$ cat config.mk
export PLATFORM = sky130hd
export DESIGN_NAME = rx_backend_flat
export DESIGN_NICKNAME = d
export VERILOG_FILES = /design/src/rx_pkg.sv /design/src/rx_link_if.sv /design/src/sync2.sv /design/src/rx_backend.sv /design/src/flat_wrapper.sv
export SDC_FILE = /design/constraint.sdc
export NUM_CORES = 1
export LEC_CHECK = 0
export ABC_AREA = 0
export BUFFER_PORTS_ARGS = -buffer_cell sky130_fd_sc_hd__buf_4
export CAP_MARGIN = 0
export CORE_MARGIN = 1.5
export CORE_UTILIZATION = 35
export CTS_CLUSTER_DIAMETER = 150
export DETAILED_ROUTE_END_ITERATION = 10
export PLACE_DENSITY_LB_ADDON = 0.25
export SETUP_SLACK_MARGIN = 0.15
export SKIP_LAST_GASP = 1
export SYNTH_ARGS = -nofsm -noshare
export SYNTH_HDL_FRONTEND = slang
export SYNTH_HIERARCHICAL = 1
export SYNTH_SLANG_ARGS = --single-unit
$ cat constraint.sdc
create_clock -name mclk -period 7.6 [get_ports mclk]
set_input_delay 0.76 -clock mclk [delete_from_list [all_inputs] [get_ports mclk]]
set_output_delay 0.76 -clock mclk [all_outputs]
set_load 0.05 [all_outputs]
$ cat src/rx_pkg.sv
// Purpose: shared constants and config layout for the receive back end
// Assumes: both ends run their core logic at 100 MHz
// Notes: tick rates are oversample rates, bit rate times the oversample ratio
package rx_pkg;
   localparam int MCLK_HZ = 100_000_000; // core clock rate
   localparam longint BASE_TICK_HZ = 64'd4_874_880; // 152.34e3 times 32
   localparam longint KNX_TICK_HZ = 64'd1_048_576; // 32.768e3 times 32
   localparam int ACC_W = 24; // phase accumulator width
   localparam logic [ACC_W-1:0] BASE_INC = ACC_W'((BASE_TICK_HZ << ACC_W) / MCLK_HZ);
   localparam logic [ACC_W-1:0] KNX_INC = ACC_W'((KNX_TICK_HZ << ACC_W) / MCLK_HZ);
   localparam logic [7:0] OSR_DEFAULT = 8'h1f; // ratio 32, stored minus one
   localparam logic [7:0] OSR_MIN = 8'h0f; // smallest legal ratio field
   localparam int LEVEL_STEP_US = 100; // measurement interval step
   localparam int LEVEL_STEP_CYC = LEVEL_STEP_US * (MCLK_HZ / 1_000_000);
   localparam logic [3:0] REG_LEVEL = 4'h7; // level code register index
   localparam logic [3:0] REG_STATUS = 4'h8; // detect flag register index
   localparam logic [3:0] REG_FREQ = 4'hc; // frequency error register index
   localparam logic [1:0] LINE_A_LEVEL = 2'h1; // selector code for level irq
   localparam int CFG_HOLD = 8; // select low cycles per config transfer
   localparam int READ_HOLD = 8; // select low cycles per read transfer
   localparam int SYNC_W = 32; // stored sync word width
   localparam int MATCH_STEP = 8; // compare length step in bits
   localparam int FE_W = 16; // frequency error width

   // configuration word committed at the select rising edge
   typedef struct packed {
      logic bitsync_off;
      logic [6:0] rate_divisor;
      logic fixed_rate_select;
      logic osr_override_en;
      logic [7:0] oversample_ratio;
      logic match_en;
      logic [1:0] match_length;
      logic [1:0] match_tolerance;
      logic level_meter_en;
      logic level_range_sel;
      logic level_irq_en;
      logic [1:0] level_threshold;
      logic level_flag_clear; // write one clears the detect flag
      logic [1:0] line_a_source_sel;
      logic freq_err_en;
      logic [2:0] dev_band; // 0: above 20 kHz .. 4: at or below 5 kHz
      logic [SYNC_W-1:0] sync_word;
   } cfg_t;
endpackage

$ cat src/rx_link_if.sv
// Purpose: wires between the receiver and the microcontroller end
// Assumes: line_b is the recovered clock and clocks the far capture logic
// Notes: the data pin is output only in continuous receive
interface rx_link_if;
   logic line_b; // recovered clock
   logic line_a; // level irq or match flag
   logic data_o; // recovered bit
   logic data_oe; // device drives data pin
   logic config_select_n; // low during a config transfer
   rx_pkg::cfg_t cfg_word; // config held stable by the host
   logic read_sel_n; // low during a read transfer
   logic [3:0] read_addr; // register index to read
   logic [rx_pkg::FE_W-1:0] read_data; // read answer
   modport dev (output line_b, line_a, data_o, data_oe, read_data,
      input config_select_n, cfg_word, read_sel_n, read_addr);
   modport host (input line_b, line_a, data_o, data_oe, read_data,
      output config_select_n, cfg_word, read_sel_n, read_addr);
endinterface

$ cat src/sync2.sv
// Purpose: two flip-flop level synchroniser
// Assumes: input is a level that stays long enough to be seen
// Notes: the first stage feeds only the second
module sync2 #(
   parameter int W = 1
) (
   input wire logic clk,
   input wire logic rst,
   input wire logic ce,
   input wire logic [W-1:0] d,
   output logic [W-1:0] q
);
   logic [W-1:0] meta_q; // first stage, read by q only

   // two stage capture
   always_ff @(posedge clk or posedge rst) begin
      if (rst) begin
         meta_q <= '0;
         q <= '0;
      end else if (ce) begin
         meta_q <= d;
         q <= meta_q;
      end
   end
endmodule

$ cat src/rx_backend.sv
// Purpose: continuous mode receive back end, device end of the link
// Assumes: raw bit and comparator levels are asynchronous to mclk
// Notes: the recovered clock is divided from mclk, so one core domain here
// Operation
// - drive recovered clock and bit on pins
// - synchronizer on by default, recovers clock
// - data valid at recovered clock rising edge
// - synchronizer off: clock low, raw data
// - preamble first, then edges stay centred
// - bit rate from divisor field
// - fixed rate select forces 32.768 kbit/s
// - oversample 32 unless override field used
// - software keeps ratio at least 16
// - match enable compares stream to sync word
// - match flag changes on clock rising edges
// - length and tolerance fields shape matching
// - no match while synchronizer is off
// - level code from three thresholds
// - live level copied to register on read
// - measurement interval set by deviation band
// - level at threshold sets flag and irq
// - write one clears flag, comparison resumes
// - level irq on line a for code 01
// - frequency error loaded when register 12 read
// - config commits at select rising edge
// - frequency error signed, 500 Hz per step
// - line a irq or match, line b clock
module rx_backend #(
   parameter int LEVEL_STEP = rx_pkg::LEVEL_STEP_CYC
) (
   input wire logic mclk,
   input wire logic rst,
   input wire logic ce,
   input wire logic demod_bit,
   input wire logic [2:0] level_cmp,
   input wire logic [rx_pkg::FE_W-1:0] freq_meas,
   output logic level_irq,
   output logic match_flag,
   rx_link_if.dev link
);
   logic raw_s; // synced demodulator bit
   logic [2:0] cmp_s; // synced threshold comparisons
   logic sel_s; // synced config select, high while active
   logic rd_s; // synced read select, high while active
   logic sel_prev_q; // last select level
   logic rd_prev_q; // last read select level
   logic commit; // config select rising edge
   logic read_go; // read select falling edge
   rx_pkg::cfg_t cfg_q; // committed configuration
   logic [rx_pkg::ACC_W:0] acc_sum; // accumulator plus increment
   logic [rx_pkg::ACC_W-1:0] acc_q; // tick accumulator
   logic [6:0] pre_q; // divisor prescaler
   logic [6:0] div; // active divisor
   logic tick; // one oversample tick
   logic [7:0] osr; // active ratio minus one
   logic [7:0] half; // sample point in the bit
   logic [7:0] phase_q; // position in the bit
   logic [2:0] taps_q; // glitch filter taps
   logic filt; // majority of taps
   logic filt_prev_q; // last filtered level
   logic sample; // bit centre tick
   logic rise; // recovered clock rising tick
   logic dclk_q; // recovered clock
   logic data_q; // data pin value
   logic [rx_pkg::SYNC_W-1:0] shift_q; // recovered bit history
   logic [rx_pkg::SYNC_W-1:0] mask; // compared bit positions
   logic [5:0] errs; // mismatching bits
   logic match_q; // pattern match state
   logic [1:0] level_live; // latest measured level
   logic [1:0] level_code_q; // readable level code
   logic [18:0] meas_cnt_q; // measurement interval counter, as wide as the interval
   logic [18:0] meas_len; // interval length in cycles
   logic meas_go; // take a measurement now
   logic flag_q; // level detect flag
   logic fe_run_q; // frequency error block started
   logic [rx_pkg::FE_W-1:0] fe_q; // readable frequency error
   logic [rx_pkg::FE_W-1:0] rdata_q; // read answer

   // pin and other-domain inputs
   sync2 #(.W(1)) u_raw (.clk(mclk), .rst(rst), .ce(ce), .d(demod_bit), .q(raw_s));
   sync2 #(.W(3)) u_cmp (.clk(mclk), .rst(rst), .ce(ce), .d(level_cmp), .q(cmp_s));
   sync2 #(.W(1)) u_sel (.clk(mclk), .rst(rst), .ce(ce), .d(~link.config_select_n),
      .q(sel_s));
   sync2 #(.W(1)) u_rd (.clk(mclk), .rst(rst), .ce(ce), .d(~link.read_sel_n), .q(rd_s));

   // select edge detection, strobes synced active high so reset level is idle
   always_ff @(posedge mclk or posedge rst) begin
      if (rst) begin
         sel_prev_q <= 1'b0;
         rd_prev_q <= 1'b0;
      end else if (ce) begin
         sel_prev_q <= sel_s;
         rd_prev_q <= rd_s;
      end
   end
   assign commit = ~sel_s & sel_prev_q;
   assign read_go = rd_s & ~rd_prev_q;

   // configuration commit, word is stable while select is high
   always_ff @(posedge mclk or posedge rst) begin
      if (rst) begin
         cfg_q <= '0; // bitsync_off resets to 0, synchronizer on
      end else if (ce && commit) begin
         cfg_q <= link.cfg_word;
      end
   end

   // oversample tick generator
   assign div = cfg_q.fixed_rate_select ? 7'h00 : cfg_q.rate_divisor;
   assign acc_sum = {1'b0, acc_q} + {1'b0, (cfg_q.fixed_rate_select ? rx_pkg::KNX_INC
      : rx_pkg::BASE_INC)};
   assign tick = acc_sum[rx_pkg::ACC_W] && (pre_q == div);
   always_ff @(posedge mclk or posedge rst) begin
      if (rst) begin
         acc_q <= '0;
         pre_q <= '0;
      end else if (ce) begin
         acc_q <= acc_sum[rx_pkg::ACC_W-1:0];
         // divide the base tick by divisor plus one
         if (acc_sum[rx_pkg::ACC_W]) begin
            pre_q <= (pre_q >= div) ? 7'h00 : pre_q + 7'h01;
         end
      end
   end

   // ratio selection, 32 unless overridden
   assign osr = cfg_q.osr_override_en ? cfg_q.oversample_ratio : rx_pkg::OSR_DEFAULT;
   assign half = osr >> 1;
   assign filt = (taps_q[0] & taps_q[1]) | (taps_q[1] & taps_q[2]) | (taps_q[0] & taps_q[2]);
   assign sample = tick && (phase_q == half);
   assign rise = tick && (phase_q == half + 8'h01) && (filt == filt_prev_q);

   // glitch filter and bit phase tracking
   always_ff @(posedge mclk or posedge rst) begin
      if (rst) begin
         taps_q <= '0;
         filt_prev_q <= 1'b0;
         phase_q <= '0;
      end else if (ce && tick) begin
         taps_q <= {taps_q[1:0], raw_s};
         filt_prev_q <= filt;
         // a transition restarts the bit so the centre follows it
         if (filt != filt_prev_q) begin
            phase_q <= 8'h00;
         end else if (phase_q >= osr) begin
            phase_q <= 8'h00;
         end else begin
            phase_q <= phase_q + 8'h01;
         end
      end
   end

   // recovered clock: high in the second half of the bit
   always_ff @(posedge mclk or posedge rst) begin
      if (rst) begin
         dclk_q <= 1'b0;
      end else if (ce) begin
         if (cfg_q.bitsync_off) begin
            dclk_q <= 1'b0;
         end else if (tick) begin
            dclk_q <= (phase_q > half) && (filt == filt_prev_q);
         end
      end
   end

   // data pin: set a tick before the clock rises
   always_ff @(posedge mclk or posedge rst) begin
      if (rst) begin
         data_q <= 1'b0;
      end else if (ce) begin
         if (cfg_q.bitsync_off) begin
            data_q <= raw_s;
         end else if (sample) begin
            data_q <= filt;
         end
      end
   end

   // recovered bit history for the matcher
   always_ff @(posedge mclk or posedge rst) begin
      if (rst) begin
         shift_q <= '0;
      end else if (ce && sample) begin
         shift_q <= {shift_q[rx_pkg::SYNC_W-2:0], filt};
      end
   end

   // count mismatches over the selected length
   always_comb begin
      mask = '0;
      errs = '0;
      for (int i = 0; i < rx_pkg::SYNC_W; i++) begin
         mask[i] = (i < (int'(cfg_q.match_length) + 1) * rx_pkg::MATCH_STEP);
         errs = errs + 6'(mask[i] & (shift_q[i] ^ cfg_q.sync_word[i]));
      end
   end

   // match flag, updated with the clock rising edge
   always_ff @(posedge mclk or posedge rst) begin
      if (rst) begin
         match_q <= 1'b0;
      end else if (ce) begin
         if (cfg_q.bitsync_off || !cfg_q.match_en) begin
            match_q <= 1'b0;
         end else if (rise) begin
            match_q <= (errs <= {4'h0, cfg_q.match_tolerance});
         end
      end
   end

   // thermometer comparisons to two bit level
   always_comb begin
      level_live = 2'h0;
      if (cmp_s[2]) begin
         level_live = 2'h3;
      end else if (cmp_s[1]) begin
         level_live = 2'h2;
      end else if (cmp_s[0]) begin
         level_live = 2'h1;
      end
   end

   // measurement interval, one step per deviation band
   assign meas_len = 19'(LEVEL_STEP) * (19'(cfg_q.dev_band) + 19'h1);
   assign meas_go = cfg_q.level_meter_en && (meas_cnt_q + 19'h1 >= meas_len);
   always_ff @(posedge mclk or posedge rst) begin
      if (rst) begin
         meas_cnt_q <= '0;
      end else if (ce) begin
         if (!cfg_q.level_meter_en || meas_go) begin
            meas_cnt_q <= '0;
         end else begin
            meas_cnt_q <= meas_cnt_q + 19'h1;
         end
      end
   end

   // level detect flag, a new detection beats the clear
   always_ff @(posedge mclk or posedge rst) begin
      if (rst) begin
         flag_q <= 1'b0;
      end else if (ce) begin
         if (cfg_q.level_irq_en && cfg_q.level_meter_en && meas_go
            && (level_live >= cfg_q.level_threshold)) begin
            flag_q <= 1'b1;
         end else if (commit && link.cfg_word.level_flag_clear) begin
            flag_q <= 1'b0;
         end
      end
   end

   // frequency error block starts at commit
   always_ff @(posedge mclk or posedge rst) begin
      if (rst) begin
         fe_run_q <= 1'b0;
      end else if (ce && commit) begin
         fe_run_q <= link.cfg_word.freq_err_en;
      end
   end

   // snapshots taken when their register is read
   always_ff @(posedge mclk or posedge rst) begin
      if (rst) begin
         level_code_q <= '0;
         fe_q <= '0;
      end else if (ce && read_go) begin
         if (link.read_addr == rx_pkg::REG_LEVEL && cfg_q.level_meter_en) begin
            level_code_q <= level_live;
         end
         if (link.read_addr == rx_pkg::REG_FREQ && fe_run_q) begin
            fe_q <= freq_meas;
         end
      end
   end

   // read answer, one cycle after the snapshot
   always_ff @(posedge mclk or posedge rst) begin
      if (rst) begin
         rdata_q <= '0;
      end else if (ce) begin
         unique case (link.read_addr)
            rx_pkg::REG_LEVEL: rdata_q <= {14'h0, level_code_q};
            rx_pkg::REG_STATUS: rdata_q <= {15'h0, flag_q};
            rx_pkg::REG_FREQ: rdata_q <= fe_q;
            default: rdata_q <= '0;
         endcase
      end
   end

   // pins
   assign link.line_b = dclk_q;
   assign link.data_o = data_q;
   assign link.data_oe = 1'b1;
   assign link.line_a = (cfg_q.line_a_source_sel == rx_pkg::LINE_A_LEVEL) ? flag_q
      : match_q;
   assign link.read_data = rdata_q;
   assign level_irq = flag_q;
   assign match_flag = match_q;
endmodule

$ cat src/flat_wrapper.sv
// flat-port wrapper written by rule: the top's interface ports become plain ports
module rx_backend_flat 
#(
   parameter int LEVEL_STEP = rx_pkg::LEVEL_STEP_CYC
)
  (mclk, rst, ce, demod_bit, level_cmp, freq_meas, level_irq, match_flag, link_line_b, link_line_a, link_data_o, link_data_oe, link_read_data, link_config_select_n, link_cfg_word, link_read_sel_n, link_read_addr);
  rx_link_if link_i ();
  input wire logic mclk;
  input wire logic rst;
  input wire logic ce;
  input wire logic demod_bit;
  input wire logic [2:0] level_cmp;
  input wire logic [rx_pkg::FE_W-1:0] freq_meas;
  output logic level_irq;
  output logic match_flag;
  output wire logic [$bits(link_i.line_b)-1:0] link_line_b;
  output wire logic [$bits(link_i.line_a)-1:0] link_line_a;
  output wire logic [$bits(link_i.data_o)-1:0] link_data_o;
  output wire logic [$bits(link_i.data_oe)-1:0] link_data_oe;
  output wire logic [$bits(link_i.read_data)-1:0] link_read_data;
  input wire logic [$bits(link_i.config_select_n)-1:0] link_config_select_n;
  input wire logic [$bits(link_i.cfg_word)-1:0] link_cfg_word;
  input wire logic [$bits(link_i.read_sel_n)-1:0] link_read_sel_n;
  input wire logic [$bits(link_i.read_addr)-1:0] link_read_addr;
  assign link_line_b = link_i.line_b;
  assign link_line_a = link_i.line_a;
  assign link_data_o = link_i.data_o;
  assign link_data_oe = link_i.data_oe;
  assign link_read_data = link_i.read_data;
  assign link_i.config_select_n = link_config_select_n;
  assign link_i.cfg_word = link_cfg_word;
  assign link_i.read_sel_n = link_read_sel_n;
  assign link_i.read_addr = link_read_addr;
  rx_backend #(.LEVEL_STEP(LEVEL_STEP)) u_core (.mclk(mclk), .rst(rst), .ce(ce), .demod_bit(demod_bit), .level_cmp(level_cmp), .freq_meas(freq_meas), .level_irq(level_irq), .match_flag(match_flag), .link(link_i));
endmodule
* Word level (Yosys, flattened, before mapping) *
Index checks and enable logic that the tools add are counted.

storage, ports and cells
  register bits = 211
  bits of input ports = 96
  output and inout bits = 22
  logic and storage cells = 251

cells by class
  add/subtract/negate cells = 38
  multiply operators = 1
  magnitude comparators = 38
  equality and inequality tests = 9
  mux-type cells = 20
  bitwise gates (word level) = 75
  reductions and logical operators = 31

operator list
  cell                                                                          count
  6-bit by 32-bit less-than comparator with 1-bit output, first input constant  16
  5-bit by 32-bit less-than comparator with 1-bit output, first input constant  8
  1-bit by 6-bit AND with 6-bit output                                          32
  6-bit adder                                                                   31
  4-bit by 32-bit less-than comparator with 1-bit output, first input constant  4
  3-bit by 32-bit less-than comparator with 1-bit output, first input constant  2
  16-bit case mux with 3 select lines                                           1
  1-bit by 32-bit less-than comparator with 1-bit output, first input constant  1
  2-bit by 32-bit less-than comparator with 1-bit output, first input constant  1
  1-bit bitwise XOR                                                             32
  24-bit by 24-bit adder with 25-bit output                                     1
  8-bit two-way mux                                                             3
  20-bit two-way mux                                                            1
  19-bit by 1-bit adder with 19-bit output, second input constant               1
  19-bit greater-or-equal comparator                                            1
  10-bit by 19-bit multiplier with 15-bit output, first input constant          1
  19-bit two-way mux                                                            1
  1-bit logical AND                                                             16
  7-bit two-way mux                                                             2
  2-bit AND reduction                                                           7
  1-bit two-way mux                                                             10
  7-bit by 1-bit adder with 8-bit output, second input constant                 1
  8-bit by 1-bit adder with 8-bit output, second input constant                 1
  4-bit equality test, second input constant                                    2
  other kinds (22)                                                              36

* Logic depth before layout (Yosys ltp) *
Gate-level depths: netlist of run 1.

  word-level depth = 37
  depth in mapped cells = 21
  gate-level depth less buffers = 20

* Modules after synthesis *
Netlist of run 1, hierarchy kept.

by module, submodules not included
  module                    times used  cells each  area an instance (um^2)
  rx_backend                1           1,101       11,643.7
  sync2 (u_core.u_cmp)      1           14          255.2
  sync2 (u_core.u_raw ...)  3           5           76.3

* Worst setup path before layout of run 1 *
Ideal clock, no wire load.

  path kind = register to register
  from = register u_core/cfg_q[47] in the netlist's numbering
  to = register u_core.match_q, in the netlist u_core/match_flag
  library setup time = 0.079 ns
  arrival = 5.348 ns
  required time = 7.521 ns
  slack = 2.172 ns
  stages on the path, launching flop included = 21
  buffers on the path = 2
  period minus slack after synthesis = 5.428 ns
  path through = dfrtp_1 clkbuf_1 clkbuf_1 nand2_1 fa_1 inv_1 fa_1 fa_1 fa_1 fa_1 fa_1 ha_1 inv_1 fa_1 inv_1 ha_1 a21oi_1 a21oi_1 nor3_1 a21oi_1 mux2i_1

on the way
  longest elaborated chain between the ends = 37

RTL lines
  what                                                                                                                                     line               text
  from (decl)                                                                                                                              rx_backend.sv:49   rx_pkg::cfg_t cfg_q;
  from (signal assigned)                                                                                                                   rx_backend.sv:104  cfg_q <= link.cfg_word;
  2-bit by 1-bit adder with 3-bit output *                                                                                                 rx_backend.sv:193  mask[i] = (i < (int'(cfg_q.match_length) + 1) * rx_pkg::MATCH_STEP);
  1-bit by 32-bit less-than comparator with 1-bit output / 2-bit by 32-bit less-than comparator with 1-bit output (equally long branches)  rx_backend.sv:193
  1-bit by 6-bit AND with 6-bit output                                                                                                     rx_backend.sv:194  errs = errs + 6'(mask[i] & (shift_q[i] ^ cfg_q.sync_word[i]));
  6-bit adder (30 in a row)                                                                                                                rx_backend.sv:194
  6-bit adder *                                                                                                                            rx_backend.sv:194
  6-bit by 2-bit <= comparator with 1-bit output *                                                                                         rx_backend.sv:206  match_q <= (errs <= {4'h0, cfg_q.match_tolerance});
  1-bit two-way mux *                                                                                                                      rx_backend.sv:205  end else if (rise) begin
  1-bit two-way mux *                                                                                                                      rx_backend.sv:203  if (cfg_q.bitsync_off || !cfg_q.match_en) begin
  to (signal assigned)                                                                                                                     rx_backend.sv:206
  to (decl)                                                                                                                                rx_backend.sv:68   logic match_q;

Every way passes the cells marked *; elsewhere a longest branch is shown, timed or not. The select of a mux whose other input is x is not followed.
A chain may end at the register's enable or synchronous reset.

* Worst setup path after layout of run 1 *
Ends and elaborated chain as after synthesis.

==> impl_metrics.tcl, run 1 <==
set metrics [dict create \
    drc_errors 0 \
    ys.flop_type "dfrtp_1" \
    synth_area_leaders "dfrtp_1 44%, mux2_2 9.8%, ha_1 8.4%" \
    most-common-layout-cells "211 x dfrtp_1, 137 x nand2_1, 121 x buf_4" \
    setup_viol 0 \
    p_leak_nw 7.05 \
    coreArea_um2 33800 \
    synthCells 1130 \
    end_kind "flip-flop" \
    dieArea_um2 35800 \
    diodes 0 \
    powerDensity_nw_per_um2 510 \
    timing.rr.end "u_core/match_flag$_DFFE_PP0P_" \
    clock-root-buffer "clkbuf_16" \
    drive_gt1_frac 0.227 \
    wl_mm 26.4 \
    viasPerCell 4.98 \
    place_congestion 0.811 \
    post-synth-top-area-cell "dfrtp_1" \
    num_vias 8498 \
    antenna_found_initial 1 \
    drv_slew 0 \
    async_flop_share 1.00 \
    dr_wl_met2_mm 12.5 \
    path_cells "o21ai_0 > fa_1 > inv_1 > fa_1 > fa_1 > fa_1 > fa_1 > fa_1 > ha_1 > inv_1 > fa_1 > inv_1 > ha_1 > a21oi_1 > a21oi_1 > nor3_1 > a21oi_1 > mux2i_1" \
    grt_pass1_wl_mm 44.3 \
    dr.pass1.iters 4 \
    initialDrtViolationCount 388 \
    tritoncts "done" \
    detailed_place_hpwl_mm 18.7 \
    met1_length_mm 12.5 \
    holdWs_ns 0.167 \
    antenna_left 0 \
    worstReg2RegStart "u_core/cfg_q[47]$_DFFE_PP0P_" \
    rsz0062_at_grt "no" \
    worstSetupPathType "reg -> reg" \
    slew_headroom 0.354 \
    htree_levels 1 \
    cap_violations 0 \
    cp.required_ns 8.06 \
    synth_top_area_share 0.435 \
    seq_area_frac_synth 0.435 \
    grt_max_degree 137 \
    fin_skew_ns 0.0242 \
    fp.dieW_um 189 \
    cts_buffers 26 \
    period_share 0.746 \
    met3_length_um 920 \
    slowest_stage "dfrtp_1" \
    worst_pin_slew_ns 0.969 \
    crit_path_frequent_cell "fa_1" \
    syn_nets 1334 \
    critPathArrivalTime_ns 6.13 \
    cts_setup_buffers 0 \
    r2r_slack_ns 1.93 \
    critPathMaxFanout 19 \
    synth_area_um2 12100 \
    ir_drop_mv 0.636 \
    setup_tns_ns 0 \
    highest_layer "met4" \
    layout_setup_ws_ns 1.93 \
    reg2reg_depth 18 \
    syn_to_final_growth_pct 17.9 \
    start_util 0.359 \
    hold_viol 0 \
    layout_commonest_cell "dfrtp_1" \
    placed_cells 1662 \
    clockBufferDepth 3 \
    avgSynthCellArea_um2 10.7 \
    fmax_mhz 176 \
    post_cts_resized 0 \
    slowest_delay_ns 0.63 \
    synth_edf_count 0 \
    overflow 0 \
    final_nets 1446 \
    start_kind "flip-flop" \
    dp_slack_ns 1.91 \
    hp-class "in -> async" \
    ys_ff_latch 211 \
    ios 118 \
    cts_num_sinks 211 \
    wl_per_cell_um 15.5 \
    period_needed_ns 5.67 \
    die_h_um 189 \
    fin_cells 1708 \
    yosys_warnings 6 \
    status "complete, no violations" \
    cts_hold_buf 0 \
    grt_usage 0.151 \
    portBuffers 115 \
    power_mw 7.29 \
    std_cell_rows 67 \
    grt_pass1_vias 8621 \
    clk_pin_slew_worst_paths_ns 0.06 \
    insertion_delay_ns 0.54 \
    yosys.cell_types.count 67 \
]
-- metrics by stage --
stage | instance area [um^2] | util
floorplan | 12100 | -
global placement | 13400 | 0.398
detailed placement | 13400 | 0.398
CTS | 14300 | 0.423
global route | 14300 | 0.423
finish | 14300 | 0.423
-- cells in the mapped netlist, drive strengths merged, types with 2 or more instances --
master	count
dfrtp	211
nand2	137
mux2	112
ha	81
inv	78
o21ai	52
xnor2	47
a21oi	37
xor2	36
nor2	35
fa	27
clkbuf	26
nand3	22
a22o	19
a21o	18
nand4	16
nor2b	16
nor3	16
and3	15
and2	11
buf	11
nand2b	11
a32o	10
o211ai	7
a211o	6
and4	6
o211a	6
nand3b	5
o31ai	5
a211oi	4
a21boi	4
nor3b	4
a31oi	3
nor4	3
o21a	3
o21bai	3
o2bb2ai	3
or2	3
or4	3
mux2i	2
nand4b	2
o22ai	2
-- area by class of cell --
cell class | instances | area [um^2]
clock buffers | 36 | 739
well taps | 448 | 561
inverters | 78 | 300
fillers | 3265 | 19500
clock inverters | 10 | 113
multi-input cells | 804 | 6390
flip-flops and latches | 211 | 5280
repair buffers | 121 | 908
-- registers in the layout, summed over array words and instances, names as in the netlist, 2 cells and up --
signal,flops
u_core/phase_q,8
u_core/level_code_q,2
u_core/meas_cnt_q,19
u_core/link.read_data,16
u_core/cfg_q,64
u_core/taps_q,3
u_core/u_cmp/meta_q,3
u_core/fe_q,16
u_core/pre_q,7
u_core/shift_q,32
u_core/u_cmp/q,3
u_core/acc_q,24
-- worst max-delay path: cells and delay by family (launching register included) --
| kind | cells | cell delay, ns |
|---|---|---|
| and+or+nand+nor | 1 | 0.13 |
| adders and majority gates | 9 | 4.05 |
| DFF | 1 | 0.63 |
| muxes | 1 | 0.14 |
| buffers and inverters | 3 | 0.16 |
| AOI/OAI and AO/OA | 4 | 0.47 |
-- cell families (layout without fill, tap and decap cells) --
| logic type | Yosys count | in the layout | share of synthesized area |
|---|---|---|---|
| buffers and inverters | 115 | 245 | 0.0373 |
| AOI/OAI and AO/OA | 192 | 192 | 0.108 |
| muxes | 114 | 114 | 0.108 |
| other | 1 | 1 | 0.000309 |
| DFF | 211 | 211 | 0.435 |
| and+or+nand+nor | 305 | 305 | 0.122 |
| adders and majority gates | 109 | 109 | 0.129 |
| xor gates and xnor gates | 83 | 83 | 0.0599 |
-- report_power, final --
part	switching (mW)	total, mW	internal, mW	leakage, nW
clock network	0.488	1.23	0.745	0.414
registers	0.232	1.62	1.38	2.70
logic	2.38	4.44	2.06	3.93
-- worst max path at each step --
stage	start	to	slack (ns)	depth (start not counted)
2_1_floorplan	rst	u_core/acc_q[0]$_DFFE_PP0P_	1.41	1
3_3_place_gp	u_core/cfg_q[47]$_DFFE_PP0P_	u_core/match_flag$_DFFE_PP0P_	1.94	18
3_5_place_dp	u_core/cfg_q[47]$_DFFE_PP0P_	u_core/match_flag$_DFFE_PP0P_	1.91	18
4_1_cts	u_core/cfg_q[47]$_DFFE_PP0P_	u_core/match_flag$_DFFE_PP0P_	1.87	18
5_1_grt	u_core/cfg_q[47]$_DFFE_PP0P_	u_core/match_flag$_DFFE_PP0P_	1.58	18
6_report	u_core/cfg_q[47]$_DFFE_PP0P_	u_core/match_flag$_DFFE_PP0P_	1.93	18
-- routing by layer --
| metal | vias to the layer above | global-route usage |
|---|---|---|
| met5 | - | 0 |
| met4 | 0 | 0.0379 |
| met3 | 33 | 0.0215 |
| met2 | 140 | 0.253 |
| met1 | 4157 | 0.205 |
| li1 | 4168 | - |
Note: power is estimated with default switching activity, not from simulation.
==> run 2: changes to the inputs <==
==> constraint.sdc (replaced) <==
create_clock -name mclk -period 5.6 [get_ports mclk]
set_input_delay 0.56 -clock mclk [delete_from_list [all_inputs] [get_ports mclk]]
set_output_delay 0.56 -clock mclk [all_outputs]
set_load 0.05 [all_outputs]
==> impl_metrics.tcl, run 2 (synthesis gave the netlist of run 1 again) <==
set metrics [dict create \
    slew_headroom 0.367 \
    most-common-layout-cells "210 x dfrtp_1, 137 x nand2_1, 129 x buf_4" \
    drive_gt1_frac 0.239 \
    period_needed_ns 5.35 \
    grt_pass1_vias 8771 \
    die_h_um 189 \
    fmax_mhz 187 \
    start_util 0.359 \
    end_kind "flip-flop" \
    period_share 0.956 \
    top_register "u_core/cfg_q" \
    initialDrtViolationCount 310 \
    wl_mm 26.7 \
    cts_buffers 25 \
    htree_levels 1 \
    cts_num_sinks 211 \
    status "complete, no violations" \
    dieArea_um2 35800 \
    layout_commonest_cell "dfrtp_1" \
    setup_viol 0 \
    hold_viol 0 \
    portBuffers 115 \
    insertion_delay_ns 0.52 \
    rsz0062_at_grt "yes" \
    grt_pass1_wl_mm 44.7 \
    biggestRegsByFlops "u_core/cfg_q (64), u_core/shift_q (32), u_core/acc_q (24)" \
    largest_reg_flops 64 \
    clk_pin_slew_worst_paths_ns 0.06 \
    std_cell_rows 67 \
    start_kind "flip-flop" \
    drc_errors 0 \
    ios 118 \
    holdWs_ns 0.264 \
    worstSetupPathType "reg -> reg" \
    worst_pin_slew_ns 0.949 \
    overflow 0 \
    viasPerCell 4.96 \
    num_vias 8516 \
    setup_tns_ns 0 \
    r2r_slack_ns 0.25 \
    grt_usage 0.152 \
    place_congestion 0.778 \
    fin_skew_ns 0.0146 \
    antenna_found_initial 0 \
    cap_violations 0 \
    drv_slew 0 \
    hp-class "in -> reg" \
    detailed_place_hpwl_mm 18.8 \
    clock-root-buffer "clkbuf_16" \
    tritoncts "done" \
    coreArea_um2 33800 \
    syn_to_final_growth_pct 18.7 \
    dr.pass1.iters 6 \
    diodes 0 \
    final_nets 1455 \
    cp.required_ns 5.98 \
    critPathArrivalTime_ns 5.74 \
    wl_per_cell_um 15.5 \
    antenna_left 0 \
    fp.dieW_um 189 \
    grt_max_degree 74 \
    critPathMaxFanout 3 \
    clockBufferDepth 3 \
]
-- run 2: changes by cell type in the layout (fill, tap and decap cells not counted), sizes merged --
cell | before | now
dlygate4sd3 | 0 | 1
clkinvlp | 2 | 4
clkinv | 6 | 4
buf | 121 | 130
inv | 78 | 77
-- run 2: critical path: stages (launching register included) --
cell and delay, ns:
dfrtp_1 0.40, xor2_1 0.18, nand2_1 0.10, fa_1 0.54, inv_1 0.06, fa_1 0.55, fa_1 0.44, fa_1 0.52
fa_1 0.52, fa_1 0.50, ha_2 0.17, inv_1 0.05, fa_1 0.49, inv_2 0.05, ha_4 0.27, a21oi_2 0.05
a21oi_2 0.11, nor3_2 0.05, a21oi_1 0.11, mux2i_1 0.08
-- run 2: final cells by class --
type	count	area (um^2)
fillers	3278	19400
repair buffers	131	998
clock buffers	36	737
multi-input cells	804	6420
flip-flops and latches	211	5280
clock inverters	9	103
inverters	78	297
well taps	448	561
-- run 2: what timing repair did --
action | in CTS | in global routing
setup endpoints to repair | 1 | 1
setup buffers | 1 | 3
resized for setup | 2 | 7
pin swaps | 1 | 15
hold buffers | 1 | 0
hold endpoints to repair | 7 | 0
-- run 2: metrics by stage --
step | setup WS [ns] | instances | utilization | area, um^2
2_1_floorplan | 0.172 | 1130 | - | 12100
3_3_place_gp | 0.121 | 1667 | 0.399 | 13500
3_5_place_dp | 0.0951 | 1667 | 0.399 | 13500
4_1_cts | 0.151 | 1714 | 0.425 | 14300
5_1_grt | 0.0416 | 1717 | 0.426 | 14400
6_report | 0.248 | 1717 | 0.426 | 14400
-- run 2: layer usage --
| metal | global-route usage | vias up | wire [um] |
|---|---|---|---|
| met3 | 0.0202 | 35 | 950 |
| met2 | 0.262 | 109 | 12900 |
| met1 | 0.200 | 4197 | 12200 |
| met4 | 0.0375 | 0 | 593 |
| li1 | - | 4175 | - |
| met5 | 0 | - | 0 |
-- run 2: path summary, 6_finish.rpt --
kind | from | end | depth (start not counted)
setup / recovery | u_core/shift_q[23]$_DFFE_PP0P_ | u_core/match_flag$_DFFE_PP0P_ | 19
hold / removal | freq_meas[1] | u_core/fe_q[1]$_DFFE_PP0P_ | 2
setup reg to reg | u_core/shift_q[23]$_DFFE_PP0P_ | u_core/match_flag$_DFFE_PP0P_ | 19
hold reg to reg | u_core/acc_q[23]$_DFFE_PP0P_ | u_core/acc_q[23]$_DFFE_PP0P_ | 1
max in group asynchronous | rst | u_core/cfg_q[2]$_DFFE_PP0P_ | 4
min in group asynchronous | rst | u_core/u_raw/q$_DFFE_PP0P_ | 3
Power of run 2 is not shown: default switching activity piles up to over one toggle a cycle in this logic, so the estimate is an artifact.
==> run 3: changes to the inputs <==
--- a/config.mk
+++ b/config.mk
@@ -12,7 +12,6 @@
 export CORE_UTILIZATION = 35
 export CTS_CLUSTER_DIAMETER = 150
 export DETAILED_ROUTE_END_ITERATION = 10
-export PLACE_DENSITY_LB_ADDON = 0.25
 export SETUP_SLACK_MARGIN = 0.15
 export SKIP_LAST_GASP = 1
 export SYNTH_ARGS = -nofsm -noshare
==> impl_metrics.tcl, run 3 (synthesis gave the netlist of run 1 again) <==
set metrics [dict create \
    status "complete, no violations" \
    dr.pass1.iters 4 \
    powerDensity_nw_per_um2 726 \
    grt_usage 0.150 \
    coreArea_um2 33800 \
    period_needed_ns 5.38 \
    cts_buffers 25 \
    swShare 0.423 \
    drc_errors 0 \
    clock-root-buffer "clkbuf_16" \
    diodes 0 \
    p_leak_nw 7.08 \
    portBuffers 115 \
    cp.required_ns 6.05 \
    clk_pin_slew_worst_paths_ns 0.06 \
    fmax_mhz 186 \
    internal-power_mw 6.03 \
    setup_viol 0 \
    slew_headroom 0.352 \
    viasPerCell 4.95 \
    path_cells "xor2_1 > o21ai_1 > fa_1 > inv_1 > fa_1 > fa_1 > fa_1 > fa_1 > fa_1 > ha_2 > inv_1 > fa_1 > inv_1 > ha_4 > a21oi_2 > a21oi_1 > nor3_1 > a21oi_1 > mux2i_1" \
    rsz0062_at_grt "yes" \
    hold_viol 0 \
    crit_path_frequent_cell "fa_1" \
    fin_skew_ns 0.0144 \
    insertion_delay_ns 0.52 \
    grt_pass1_vias 8811 \
    slowest_stage "fa_1" \
    tritoncts "done" \
    overflow 0 \
    slowest_delay_ns 0.54 \
    fill_cells 3243 \
    top_register "u_core/cfg_q" \
    grt_pass1_wl_mm 44.2 \
    die_h_um 189 \
    largest_reg_flops 64 \
    cap_violations 0 \
    ir_drop_mv 1.17 \
    start_kind "flip-flop" \
    start_util 0.359 \
    antenna_found_initial 0 \
    p_comb_frac 0.634 \
    end_kind "flip-flop" \
    fp.dieW_um 189 \
    grt_max_degree 93 \
    placed_cell_area_um2 13500 \
    switching_power_mw 4.41 \
    most-common-layout-cells "209 x dfrtp_1, 137 x nand2_1, 127 x buf_4" \
    layout_commonest_cell "dfrtp_1" \
    syn_to_final_growth_pct 18.7 \
    wl_per_cell_um 15.3 \
    wl_mm 26.2 \
    num_vias 8493 \
    antenna_left 0 \
    worst_pin_slew_ns 0.972 \
    worstSetupPathType "reg -> reg" \
    place_congestion 0.824 \
    clockBufferDepth 3 \
    initialDrtViolationCount 321 \
    drv_slew 0 \
    period_share 0.960 \
    clockPowerShare 0.158 \
    final_area_um2 14400 \
    ios 118 \
    detailed_place_hpwl_mm 18.8 \
    dieArea_um2 35800 \
    power_mw 10.4 \
    std_cell_rows 67 \
    critPathMaxFanout 2 \
    critPathArrivalTime_ns 5.82 \
    cts_num_sinks 211 \
    pwr-share-seq 0.208 \
    drive_gt1_frac 0.235 \
    biggestRegsByFlops "u_core/cfg_q (64), u_core/shift_q (32), u_core/acc_q (24)" \
    final_nets 1454 \
    htree_levels 1 \
    hp-class "in -> reg" \
]
-- run 3: cell count changes in the layout (fill, tap and decap cells not counted), sizes merged --
cell	previous run	this run
inv	77	78
clkbuf	36	35
bufinv	2	3
clkinvlp	4	2
buf	130	129
-- run 3: final cells by class --
class / count / area (um^2) / area share
Timing Repair Buffer: 130 / 1000 / 0.0697
Clock buffer: 35 / 703 / 0.0489
Tap cell: 448 / 561 / 0.0390
Clock inverter: 9 / 126 / 0.00878
Multi-Input combinational cell: 804 / 6420 / 0.446
Inverter: 78 / 297 / 0.0206
Sequential cell: 211 / 5280 / 0.367
-- run 3: routing by layer --
metal / vias up / wire length (um) / track usage
li1: 4185 / - / -
met1: 4134 / 12200 / 0.196
met2: 138 / 12400 / 0.257
met3: 36 / 976 / 0.0243
met4: 0 / 624 / 0.0415
met5: - / 0 / 0
-- run 3: worst max-delay path: cells and delay by family, from the launching register on --
family	cells	cell delay (ns)
xor gates and xnor gates	1	0.16
adders and majority gates	9	3.99
and+or+nand+nor	1	0.16
AOI/OAI and AO/OA	4	0.32
muxes	1	0.14
DFF	1	0.39
buffers and inverters	3	0.17
-- run 3: final timing paths --
path | cells past startpoint | to | slack, ns | start
worst max-delay path | 19 | u_core/match_flag$_DFFE_PP0P_ | 0.22 | u_core/cfg_q[9]$_DFFE_PP0P_
worst min-delay path | 2 | u_core/cfg_q[52]$_DFFE_PP0P_ | 0.27 | link_cfg_word[52]
worst max register to register | 19 | u_core/match_flag$_DFFE_PP0P_ | 0.22 | u_core/cfg_q[9]$_DFFE_PP0P_
worst min register to register | 1 | u_core/acc_q[23]$_DFFE_PP0P_ | 0.46 | u_core/acc_q[23]$_DFFE_PP0P_
max in group asynchronous | 4 | u_core/cfg_q[46]$_DFFE_PP0P_ | 3.34 | rst
min in group asynchronous | 3 | u_core/u_raw/meta_q$_DFFE_PP0P_ | 0.50 | rst
-- run 3: per-stage QoR --
step / setup WS (ns) / setup TNS [ns] / hold slack (ns) / instances / utilization
floorplan: 0.172 / 0 / 0.301 / 1130 / -
global placement: 0.0389 / 0 / 0.453 / 1665 / 0.399
detailed placement: -0.0120 / -0.0120 / 0.460 / 1665 / 0.399
CTS: 0.156 / 0 / 0.234 / 1715 / 0.425
global route: -0.0801 / -0.0801 / 0.250 / 1715 / 0.426
finish: 0.225 / 0 / 0.266 / 1715 / 0.426
-- run 3: power groups by stage --
| stage | Combinational [mW] | Clock, mW | Sequential, mW |
|---|---|---|---|
| final | 6.62 | 1.65 | 2.18 |
| after global routing | 7.63 | 1.77 | 2.23 |
| after CTS | 6.31 | 1.71 | 2.18 |
| after detailed placement | 6.26 | 0 | 2.21 |
| after global placement | 6.10 | 0 | 2.20 |
| after floorplan | 4.93 | 0 | 2.12 |
-- run 3: timing repair --
action,in CTS,in global routing
setup buffers,5,0
hold endpoints to repair,10,0
resized for setup,5,5
pin swaps,9,8
hold buffers,1,0
setup endpoints to repair,1,1
